$ cat src/design/pch_consts.svh
/*
 * Offsets, reset values and fixed codes of the express
 * capability header register bank.
 * Assumes inclusion by bare name from the package and design modules.
 */
`ifndef PCH_CONSTS_SVH
`define PCH_CONSTS_SVH

// Byte addresses of the two registers
`define PCH_CAP_HDR_OFFSET      12'h040
`define PCH_DEV_CAP_OFFSET      12'h044

// Header fields
`define PCH_CAP_ID_VALUE        8'h10
`define PCH_NEXT_PTR_RESET      8'hC0
`define PCH_VERSION_RESET       4'h1
`define PCH_TYPE_UPSTREAM       4'h5
`define PCH_TYPE_DOWNSTREAM     4'h6
`define PCH_TC_ROUTING_RESET    1'h1
`define PCH_SLOT_RESET          1'h0

// Device capability fields
`define PCH_MAX_PAYLOAD_RESET   3'h1
`define PCH_EXT_TAG_RESET       1'h1
`define PCH_ROLE_ERR_VALUE      1'h1
`define PCH_POWER_SCALE_1P0     2'h0
`define PCH_POWER_SCALE_0P1     2'h1
`define PCH_POWER_SCALE_0P01    2'h2
`define PCH_POWER_SCALE_0P001   2'h3

`endif

$ cat src/design/pch_pkg.sv
/*
 * Types shared by the express capability header register bank.
 * Assumes pch_consts.svh is on the include path.
 */
package pch_pkg;
`include "pch_consts.svh"

    // Bus request carried as one bundle
    typedef struct packed {
        logic        read;
        logic        write;
        logic [11:0] address;
        logic [31:0] writedata;
        logic [3:0]  byteenable;
    } pch_bus_req_type;

    // Slot power limit message as it arrives from the link layer
    typedef struct packed {
        logic       valid;
        logic [7:0] value;
        logic [1:0] scale;
    } pch_power_msg_type;

    // Bus slave handshake states
    typedef enum logic [0:0] {
        PCH_IDLE = 1'b0,
        PCH_DONE = 1'b1
    } pch_bus_state_type;

    // Complete state of the register bank
    typedef struct packed {
        pch_bus_state_type bus_state;
        logic [31:0]       readdata;
        logic              slot_implemented;
        logic [7:0]        next_pointer;
        logic [3:0]        structure_version;
        logic              traffic_class_routing_supported;
        logic [2:0]        max_payload_supported;
        logic              extended_tag_supported;
        logic [7:0]        captured_power_limit_value;
        logic [1:0]        captured_power_limit_scale;
    } pch_state_type;
endpackage

$ cat src/design/pch_power_scale.sv
/*
 * Slot power limit scaler: turns captured value and scale into milliwatts.
 * Assumes value and scale are register outputs of the same clock domain.
 */
`timescale 1ns/1ps
`include "pch_consts.svh"
module pch_power_scale
    import pch_pkg::*;
(
    input  wire logic        mclk_in,       // Core clock
    input  wire logic        rstn_in,       // Synchronous reset, active low
    input  wire logic [7:0]  value_in,      // Captured limit value
    input  wire logic [1:0]  scale_in,      // Captured scale code
    output logic      [17:0] milliwatt_out  // Limit in milliwatts
);
    logic [17:0] mw_next;

    // Factor 1.0/0.1/0.01/0.001 as milliwatts per unit; keeps integer math exact
    always_comb begin
        unique case (scale_in)
            `PCH_POWER_SCALE_1P0:   mw_next = 18'(value_in) * 18'h003E8;
            `PCH_POWER_SCALE_0P1:   mw_next = 18'(value_in) * 18'h00064;
            `PCH_POWER_SCALE_0P01:  mw_next = 18'(value_in) * 18'h0000A;
            `PCH_POWER_SCALE_0P001: mw_next = 18'(value_in);
        endcase
    end

    // Registered so the top output comes from a flip-flop
    always_ff @(posedge mclk_in) begin
        if (!rstn_in) begin
            milliwatt_out <= 18'h00000;
        end else begin
            milliwatt_out <= mw_next;
        end
    end
endmodule

$ cat src/design/pch_cap_regs.sv
/*
 * Express capability header and device capabilities registers of one
 * switch port, reached over an Avalon-MM slave with waitrequest.
 * Assumes one core clock, synchronous active-low reset, and that the
 * link layer delivers a decoded slot power limit message as a one-cycle
 * pulse on the same clock.
 */
// Register access over Avalon-MM was chosen for this implementation.
// Function
// - Header low byte reads fixed identifier 0x10.
// - Bits 15:8 hold next pointer, reset 0xC0, writable only when unlocked.
// - Bits 19:16 report structure version, reset 0x1.
// - Port type reads 0x5 upstream, 0x6 downstream.
// - Bit 24 flags slot; resets zero, stays zero upstream.
// - Interrupt message number always reads zero.
// - Max payload supported set at initialisation, default 0x1 (256 bytes).
// - Phantom functions supported reads fixed zero.
// - Bit 5 extended tag support, reset one, writable only when unlocked.
// - Both exit latency fields read fixed zero.
// - Bit 15 role-based error reporting reads fixed one.
// - Upstream captures power value and scale from message; downstream reads zero.
// - Scale code 0..3 selects factor 1.0, 0.1, 0.01, 0.001.
// - Power limit equals captured value times selected scale factor.
`timescale 1ns/1ps
`include "pch_consts.svh"
module pch_cap_regs
    import pch_pkg::*;
#(
    parameter bit UPSTREAM = 1'b1        // Port role, selects type and capture
)(
    input  wire logic        mclk_in,             // Core clock, 40 MHz
    input  wire logic        rstn_in,             // Synchronous reset, active low
    input  wire logic [11:0] avs_address_in,      // Byte address
    input  wire logic        avs_read_in,         // Read request
    input  wire logic        avs_write_in,        // Write request
    input  wire logic [31:0] avs_writedata_in,    // Write data
    input  wire logic [3:0]  avs_byteenable_in,   // Byte lanes
    output logic      [31:0] avs_readdata_out,    // Read data
    output logic             avs_waitrequest_out, // Stall until answer ready
    input  wire logic        write_unlock_in,     // Device write lock open
    input  wire logic        power_msg_valid_in,  // Slot power message pulse
    input  wire logic [7:0]  power_msg_value_in,  // Message limit value
    input  wire logic [1:0]  power_msg_scale_in,  // Message scale code
    output logic      [7:0]  power_value_out,     // Captured limit value
    output logic      [1:0]  power_scale_out,     // Captured scale code
    output logic      [17:0] power_milliwatt_out  // Limit in milliwatts
);
    pch_state_type     state_reg;
    pch_state_type     state_next;
    pch_bus_req_type   req;
    pch_power_msg_type msg;
    logic [31:0]       hdr_word;
    logic [31:0]       dcap_word;
    logic [31:0]       wmask;
    logic [31:0]       hdr_wr;
    logic [31:0]       dcap_wr;
    logic              take;

    // Bundle the bus and message inputs
    assign req = '{read: avs_read_in, write: avs_write_in, address: avs_address_in,
                   writedata: avs_writedata_in, byteenable: avs_byteenable_in};
    assign msg = '{valid: power_msg_valid_in, value: power_msg_value_in,
                   scale: power_msg_scale_in};

    // Byte-lane mask so partial writes leave untouched lanes alone
    assign wmask = {{8{req.byteenable[3]}}, {8{req.byteenable[2]}},
                    {8{req.byteenable[1]}}, {8{req.byteenable[0]}}};
    assign hdr_wr  = (req.writedata & wmask) | (hdr_word & ~wmask);
    assign dcap_wr = (req.writedata & wmask) | (dcap_word & ~wmask);

    // Header word as software sees it
    always_comb begin
        hdr_word        = 32'h00000000;
        hdr_word[7:0]   = `PCH_CAP_ID_VALUE;
        hdr_word[15:8]  = state_reg.next_pointer;
        hdr_word[19:16] = state_reg.structure_version;
        hdr_word[23:20] = UPSTREAM ? `PCH_TYPE_UPSTREAM
                                   : `PCH_TYPE_DOWNSTREAM;
        hdr_word[24]    = state_reg.slot_implemented;
        hdr_word[29:25] = 5'h00;
        hdr_word[30]    = state_reg.traffic_class_routing_supported;
    end

    // Device capabilities word as software sees it
    always_comb begin
        dcap_word        = 32'h00000000;
        dcap_word[2:0]   = state_reg.max_payload_supported;
        dcap_word[4:3]   = 2'h0;
        dcap_word[5]     = state_reg.extended_tag_supported;
        dcap_word[11:6]  = 6'h00;
        dcap_word[14:12] = 3'h0;
        dcap_word[15]    = `PCH_ROLE_ERR_VALUE;
        dcap_word[25:18] = state_reg.captured_power_limit_value;
        dcap_word[27:26] = state_reg.captured_power_limit_scale;
    end

    // A request is answered one cycle after it is first seen
    assign take = (req.read || req.write) && (state_reg.bus_state == PCH_IDLE);

    // Next-state logic for the whole bank
    always_comb begin
        state_next = state_reg;
        unique case (state_reg.bus_state)
            PCH_IDLE: begin
                if (take) begin
                    state_next.bus_state = PCH_DONE;
                end
            end
            PCH_DONE: begin
                state_next.bus_state = PCH_IDLE;
            end
        endcase
        // Read data latched at take, held through the answer cycle
        if (take && req.read) begin
            unique case (req.address)
                `PCH_CAP_HDR_OFFSET: state_next.readdata = hdr_word;
                `PCH_DEV_CAP_OFFSET: state_next.readdata = dcap_word;
                default:             state_next.readdata = 32'h00000000;
            endcase
        end
        // Writes land once, at take; lock closed means fields keep value
        if (take && req.write && write_unlock_in) begin
            if (req.address == `PCH_CAP_HDR_OFFSET) begin
                state_next.next_pointer      = hdr_wr[15:8];
                state_next.structure_version = hdr_wr[19:16];
                // Slot flag has no meaning upstream, so it is held at zero
                state_next.slot_implemented  = UPSTREAM ? 1'b0 : hdr_wr[24];
                state_next.traffic_class_routing_supported = hdr_wr[30];
            end
            if (req.address == `PCH_DEV_CAP_OFFSET) begin
                state_next.max_payload_supported  = dcap_wr[2:0];
                state_next.extended_tag_supported = dcap_wr[5];
            end
        end
        // Message capture only on the upstream port
        if (UPSTREAM && msg.valid) begin
            state_next.captured_power_limit_value = msg.value;
            state_next.captured_power_limit_scale = msg.scale;
        end
    end

    // Single register stage for all state
    always_ff @(posedge mclk_in) begin
        if (!rstn_in) begin
            state_reg <= '{bus_state: PCH_IDLE,
                           readdata: 32'h00000000,
                           slot_implemented: `PCH_SLOT_RESET,
                           next_pointer: `PCH_NEXT_PTR_RESET,
                           structure_version: `PCH_VERSION_RESET,
                           traffic_class_routing_supported: `PCH_TC_ROUTING_RESET,
                           max_payload_supported: `PCH_MAX_PAYLOAD_RESET,
                           extended_tag_supported: `PCH_EXT_TAG_RESET,
                           captured_power_limit_value: 8'h00,
                           captured_power_limit_scale: 2'h0};
        end else begin
            state_reg <= state_next;
        end
    end

    // Outputs straight from flip-flops; waitrequest low only in answer cycle
    assign avs_readdata_out    = state_reg.readdata;
    assign avs_waitrequest_out = (state_reg.bus_state != PCH_DONE);
    assign power_value_out     = state_reg.captured_power_limit_value;
    assign power_scale_out     = state_reg.captured_power_limit_scale;

    // Milliwatt figure derived from captured fields
    pch_power_scale u_scale (
        .mclk_in       (mclk_in),
        .rstn_in       (rstn_in),
        .value_in      (state_reg.captured_power_limit_value),
        .scale_in      (state_reg.captured_power_limit_scale),
        .milliwatt_out (power_milliwatt_out)
    );
endmodule

$ cat config.mk
export PLATFORM = sky130hd
export DESIGN_NAME = pch_cap_regs
export DESIGN_NICKNAME = d
export VERILOG_FILES = /design/src/design/pch_pkg.sv /design/src/design/pch_power_scale.sv /design/src/design/pch_cap_regs.sv
export VERILOG_INCLUDE_DIRS = /design/src /design/src/design
export SDC_FILE = /design/constraint.sdc
export NUM_CORES = 1
export LEC_CHECK = 0
export BUFFER_PORTS_ARGS = -buffer_cell sky130_fd_sc_hd__buf_2
export CORE_MARGIN = 4
export CORE_UTILIZATION = 58
export DETAILED_ROUTE_END_ITERATION = 16
export HOLD_SLACK_MARGIN = 0.05
export PLACE_DENSITY_LB_ADDON = 0.25
export SLEW_MARGIN = 0
export SYNTH_ARGS = -nofsm -noshare
export SYNTH_HDL_FRONTEND = slang
export SYNTH_SLANG_ARGS = --single-unit
$ cat constraint.sdc
create_clock -name mclk_in -period 8.1 [get_ports mclk_in]
set_input_delay 0 -clock mclk_in [delete_from_list [all_inputs] [get_ports mclk_in]]
set_output_delay 0 -clock mclk_in [all_outputs]
set_load 0.05 [all_outputs]
==> results.sh <==
export IMPL_cellLeakagePower_nw=3.05
export IMPL_clock_latency_ps=340
export IMPL_synth_async_reset_ratio=0
export IMPL_fin_setup_tns_ps=0
export IMPL_final_common_cell="buf_2"
export IMPL_synth_cell_types=59
export IMPL_post_cts_buffers=0
export IMPL_drc_errors=0
export IMPL_synth_simple_area_share=0.161
export IMPL_report_final_hold_viol_count=0
export IMPL_seq_power_share=0.350
export IMPL_cts_htree_levels=3
export IMPL_rows=35
export IMPL_antenna_found_initial=1
export IMPL_syn_area_per_cell_um2=9.34
export IMPL_finalInstanceArea_um2=6360
export IMPL_initial_utilization=0.596
export IMPL_crit_fanout=11
export IMPL_fp_dieH_um=105
export IMPL_dpl_instance_area_um2=5790
export IMPL_synth_edf_count=0
export IMPL_powerDensity_nw_per_um2=176
export IMPL_intPower_w=0.000701
export IMPL_cts_clk_slew_worst_paths_ps=80
export IMPL_cts_sinks=72
export IMPL_fin_skew_ps=7.23
export IMPL_ant_nets=0
export IMPL_grt_usage=0.248
export IMPL_max_slew_margin=0.244
export IMPL_grt_max_degree=79
export IMPL_hold_class="input pin to flop"
export IMPL_area_growth_pct=15.5
export IMPL_cts_buffers=9
export IMPL_clockRootBuffer="clkbuf_8"
export IMPL_setup_violations=0
export IMPL_gp_congestion=0.878
export IMPL_synth_top_family_by_area="adder cells"
export IMPL_synth_xor_area_share=0.0255
export IMPL_startpoint_type="flop"
export IMPL_drtIter0Drc=308
export IMPL_fp_dieW_um=105
export IMPL_wl_um=13500
export IMPL_required_ps=8320
export IMPL_worstMarginPinSlew_ps=1130
export IMPL_firstDrtPassIters=7
export IMPL_ys_ff_latch=72
export IMPL_comb_power_share=0.364
export IMPL_grt_pass1_wl_um=22400
export IMPL_p_sw_frac=0.375
export IMPL_synthMuxAreaShare=0.0514
export IMPL_final_nets=837
export IMPL_arrival_ps=4860
export IMPL_finish_utilization=0.688
export IMPL_seq_area_frac_synth=0.262
export IMPL_layout_drive_gt1_share=0.206
export IMPL_via_per_inst=5.55
export IMPL_cts_tree="yes"
export IMPL_layout_min_cycle_time_ps=4650
export IMPL_mostFrequentLayoutCells="buf_2, dfxtp_1, ha_1"
export IMPL_cap_violations=0
export IMPL_yosysWarningCount=0
export IMPL_io_pins=125
export IMPL_critical_path_class="flop to flop"
export IMPL_wl_per_cell_um=16.6
export IMPL_synth_compound_area_share=0.141
export IMPL_status="complete, no violations"
export IMPL_clk_path_buf_depth=2
export IMPL_port_buffers=103
export IMPL_coreArea_um2=9240
export IMPL_p_clk_frac=0.286
export IMPL_grt_ovfl_total=0
export IMPL_yosys_area_share_adder=0.248
export IMPL_synth_ff_type="dfxtp_1"
export IMPL_dieArea_um2=11100
export IMPL_hpwl_um=9360
export IMPL_critPathCaptureType="flop"
export IMPL_peakVddDrop_mv=0.0912
export IMPL_clock_fmax_mhz=215
export IMPL_synth_cells=589
export IMPL_min_period_over_period=0.573
export IMPL_maxSlewViolCount=0
export IMPL_grt_pass1_vias=4701
export IMPL_vias=4519
export IMPL_synth_area_um2=5500
export IMPL_p_sw_w=0.000420
export IMPL_rsz0062_at_grt="false"
-- routing by layer --
| metal | part of all wire | global-route usage | vias up |
|---|---|---|---|
| li1 | - | - | 2186 |
| met1 | 0.40 | 0.290 | 2169 |
| met2 | 0.51 | 0.456 | 141 |
| met3 | 0.062 | 0.0472 | 21 |
| met4 | 0.020 | 0.0769 | 2 |
| met5 | 0.00096 | 0 | - |
-- critical path, stage by stage, from the launching register on --
cell	delay (ps)
dfxtp_1	730
inv_1	210
fa_1	580
fa_1	450
fa_1	500
fa_1	510
inv_1	40
ha_1	320
nand2_1	60
o31ai_1	570
a31oi_1	190
xor2_1	240
o211ai_1	110
-- timing repair --
action                                  CTS  global route
resized for setup                         0             0
endpoints found under the setup margin    0             0
hold buffers                             34             0
endpoints found under the hold margin    28             0
-- kinds of logic (layout without fill, tap and decap cells) --
| family | count (synthesis) | after routing |
|---|---|---|
| other | 1 | 7 |
| adders and majority gates | 94 | 94 |
| and+or+nand+nor | 159 | 159 |
| xor gates and xnor gates | 16 | 16 |
| AOI/OAI and AO/OA | 110 | 110 |
| muxes | 23 | 23 |
| DFF | 72 | 72 |
| buffers and inverters | 114 | 204 |
-- stage by stage --
stage               cells  hold WS (ps)  setup slack (ps)  total power, W
floorplan             594           128              4190        0.000699
global placement      763           220              3580        0.000781
detailed placement    763           224              3450        0.000793
CTS                   813          63.9              3430         0.00112
global route          813          91.7              3200         0.00119
finish                814          94.1              3450         0.00112
-- final timing paths --
check	startpoint	endpoint	slack, ps	depth (start not counted)
max reg2reg	power_value_out[2]	u_scale.milliwatt_out[13]	3450	12
min	avs_byteenable_in[1]	flop	90	3
max	power_value_out[2]	u_scale.milliwatt_out[13]	3450	12
min reg2reg	avs_readdata_out[18]	avs_readdata_out[18]	460	2
-- synthesized netlist by cell type (7+ instances only) --
library cell	number	area share
ha_1	69	0.16
clkbuf_1	15	0.010
nor2_1	26	0.018
a22oi_1	24	0.033
fa_1	25	0.091
nand3_1	19	0.017
a21oi_1	18	0.016
nor2b_1	40	0.045
nand2_1	38	0.026
inv_1	49	0.033
dfxtp_1	72	0.26
o21ai_0	14	0.013
xor2_1	10	0.016
mux2i_1	17	0.031
nor3b_1	7	0.0095
buf_4	44	0.060
-- layout make-up --
| class | instances | area [um2] |
|---|---|---|
| diodes | 1 | 2.50 |
| clock buffers | 9 | 124 |
| clock inverters | 7 | 103 |
| fillers | 698 | 2880 |
| inverters | 49 | 184 |
| multi-input cells | 408 | 3470 |
| flip-flops and latches | 72 | 1440 |
| well taps | 129 | 161 |
| repair buffers | 139 | 871 |
-- power by group through the flow --
stage	registers, W	clock network (W)	logic (W)
after floorplan	0.000443	0	0.000256
after global placement	0.000399	0	0.000382
after detailed placement	0.000400	0	0.000394
after CTS	0.000391	0.000325	0.000407
after global routing	0.000394	0.000345	0.000449
final	0.000392	0.000320	0.000408
(Power assumes the default switching activity.)
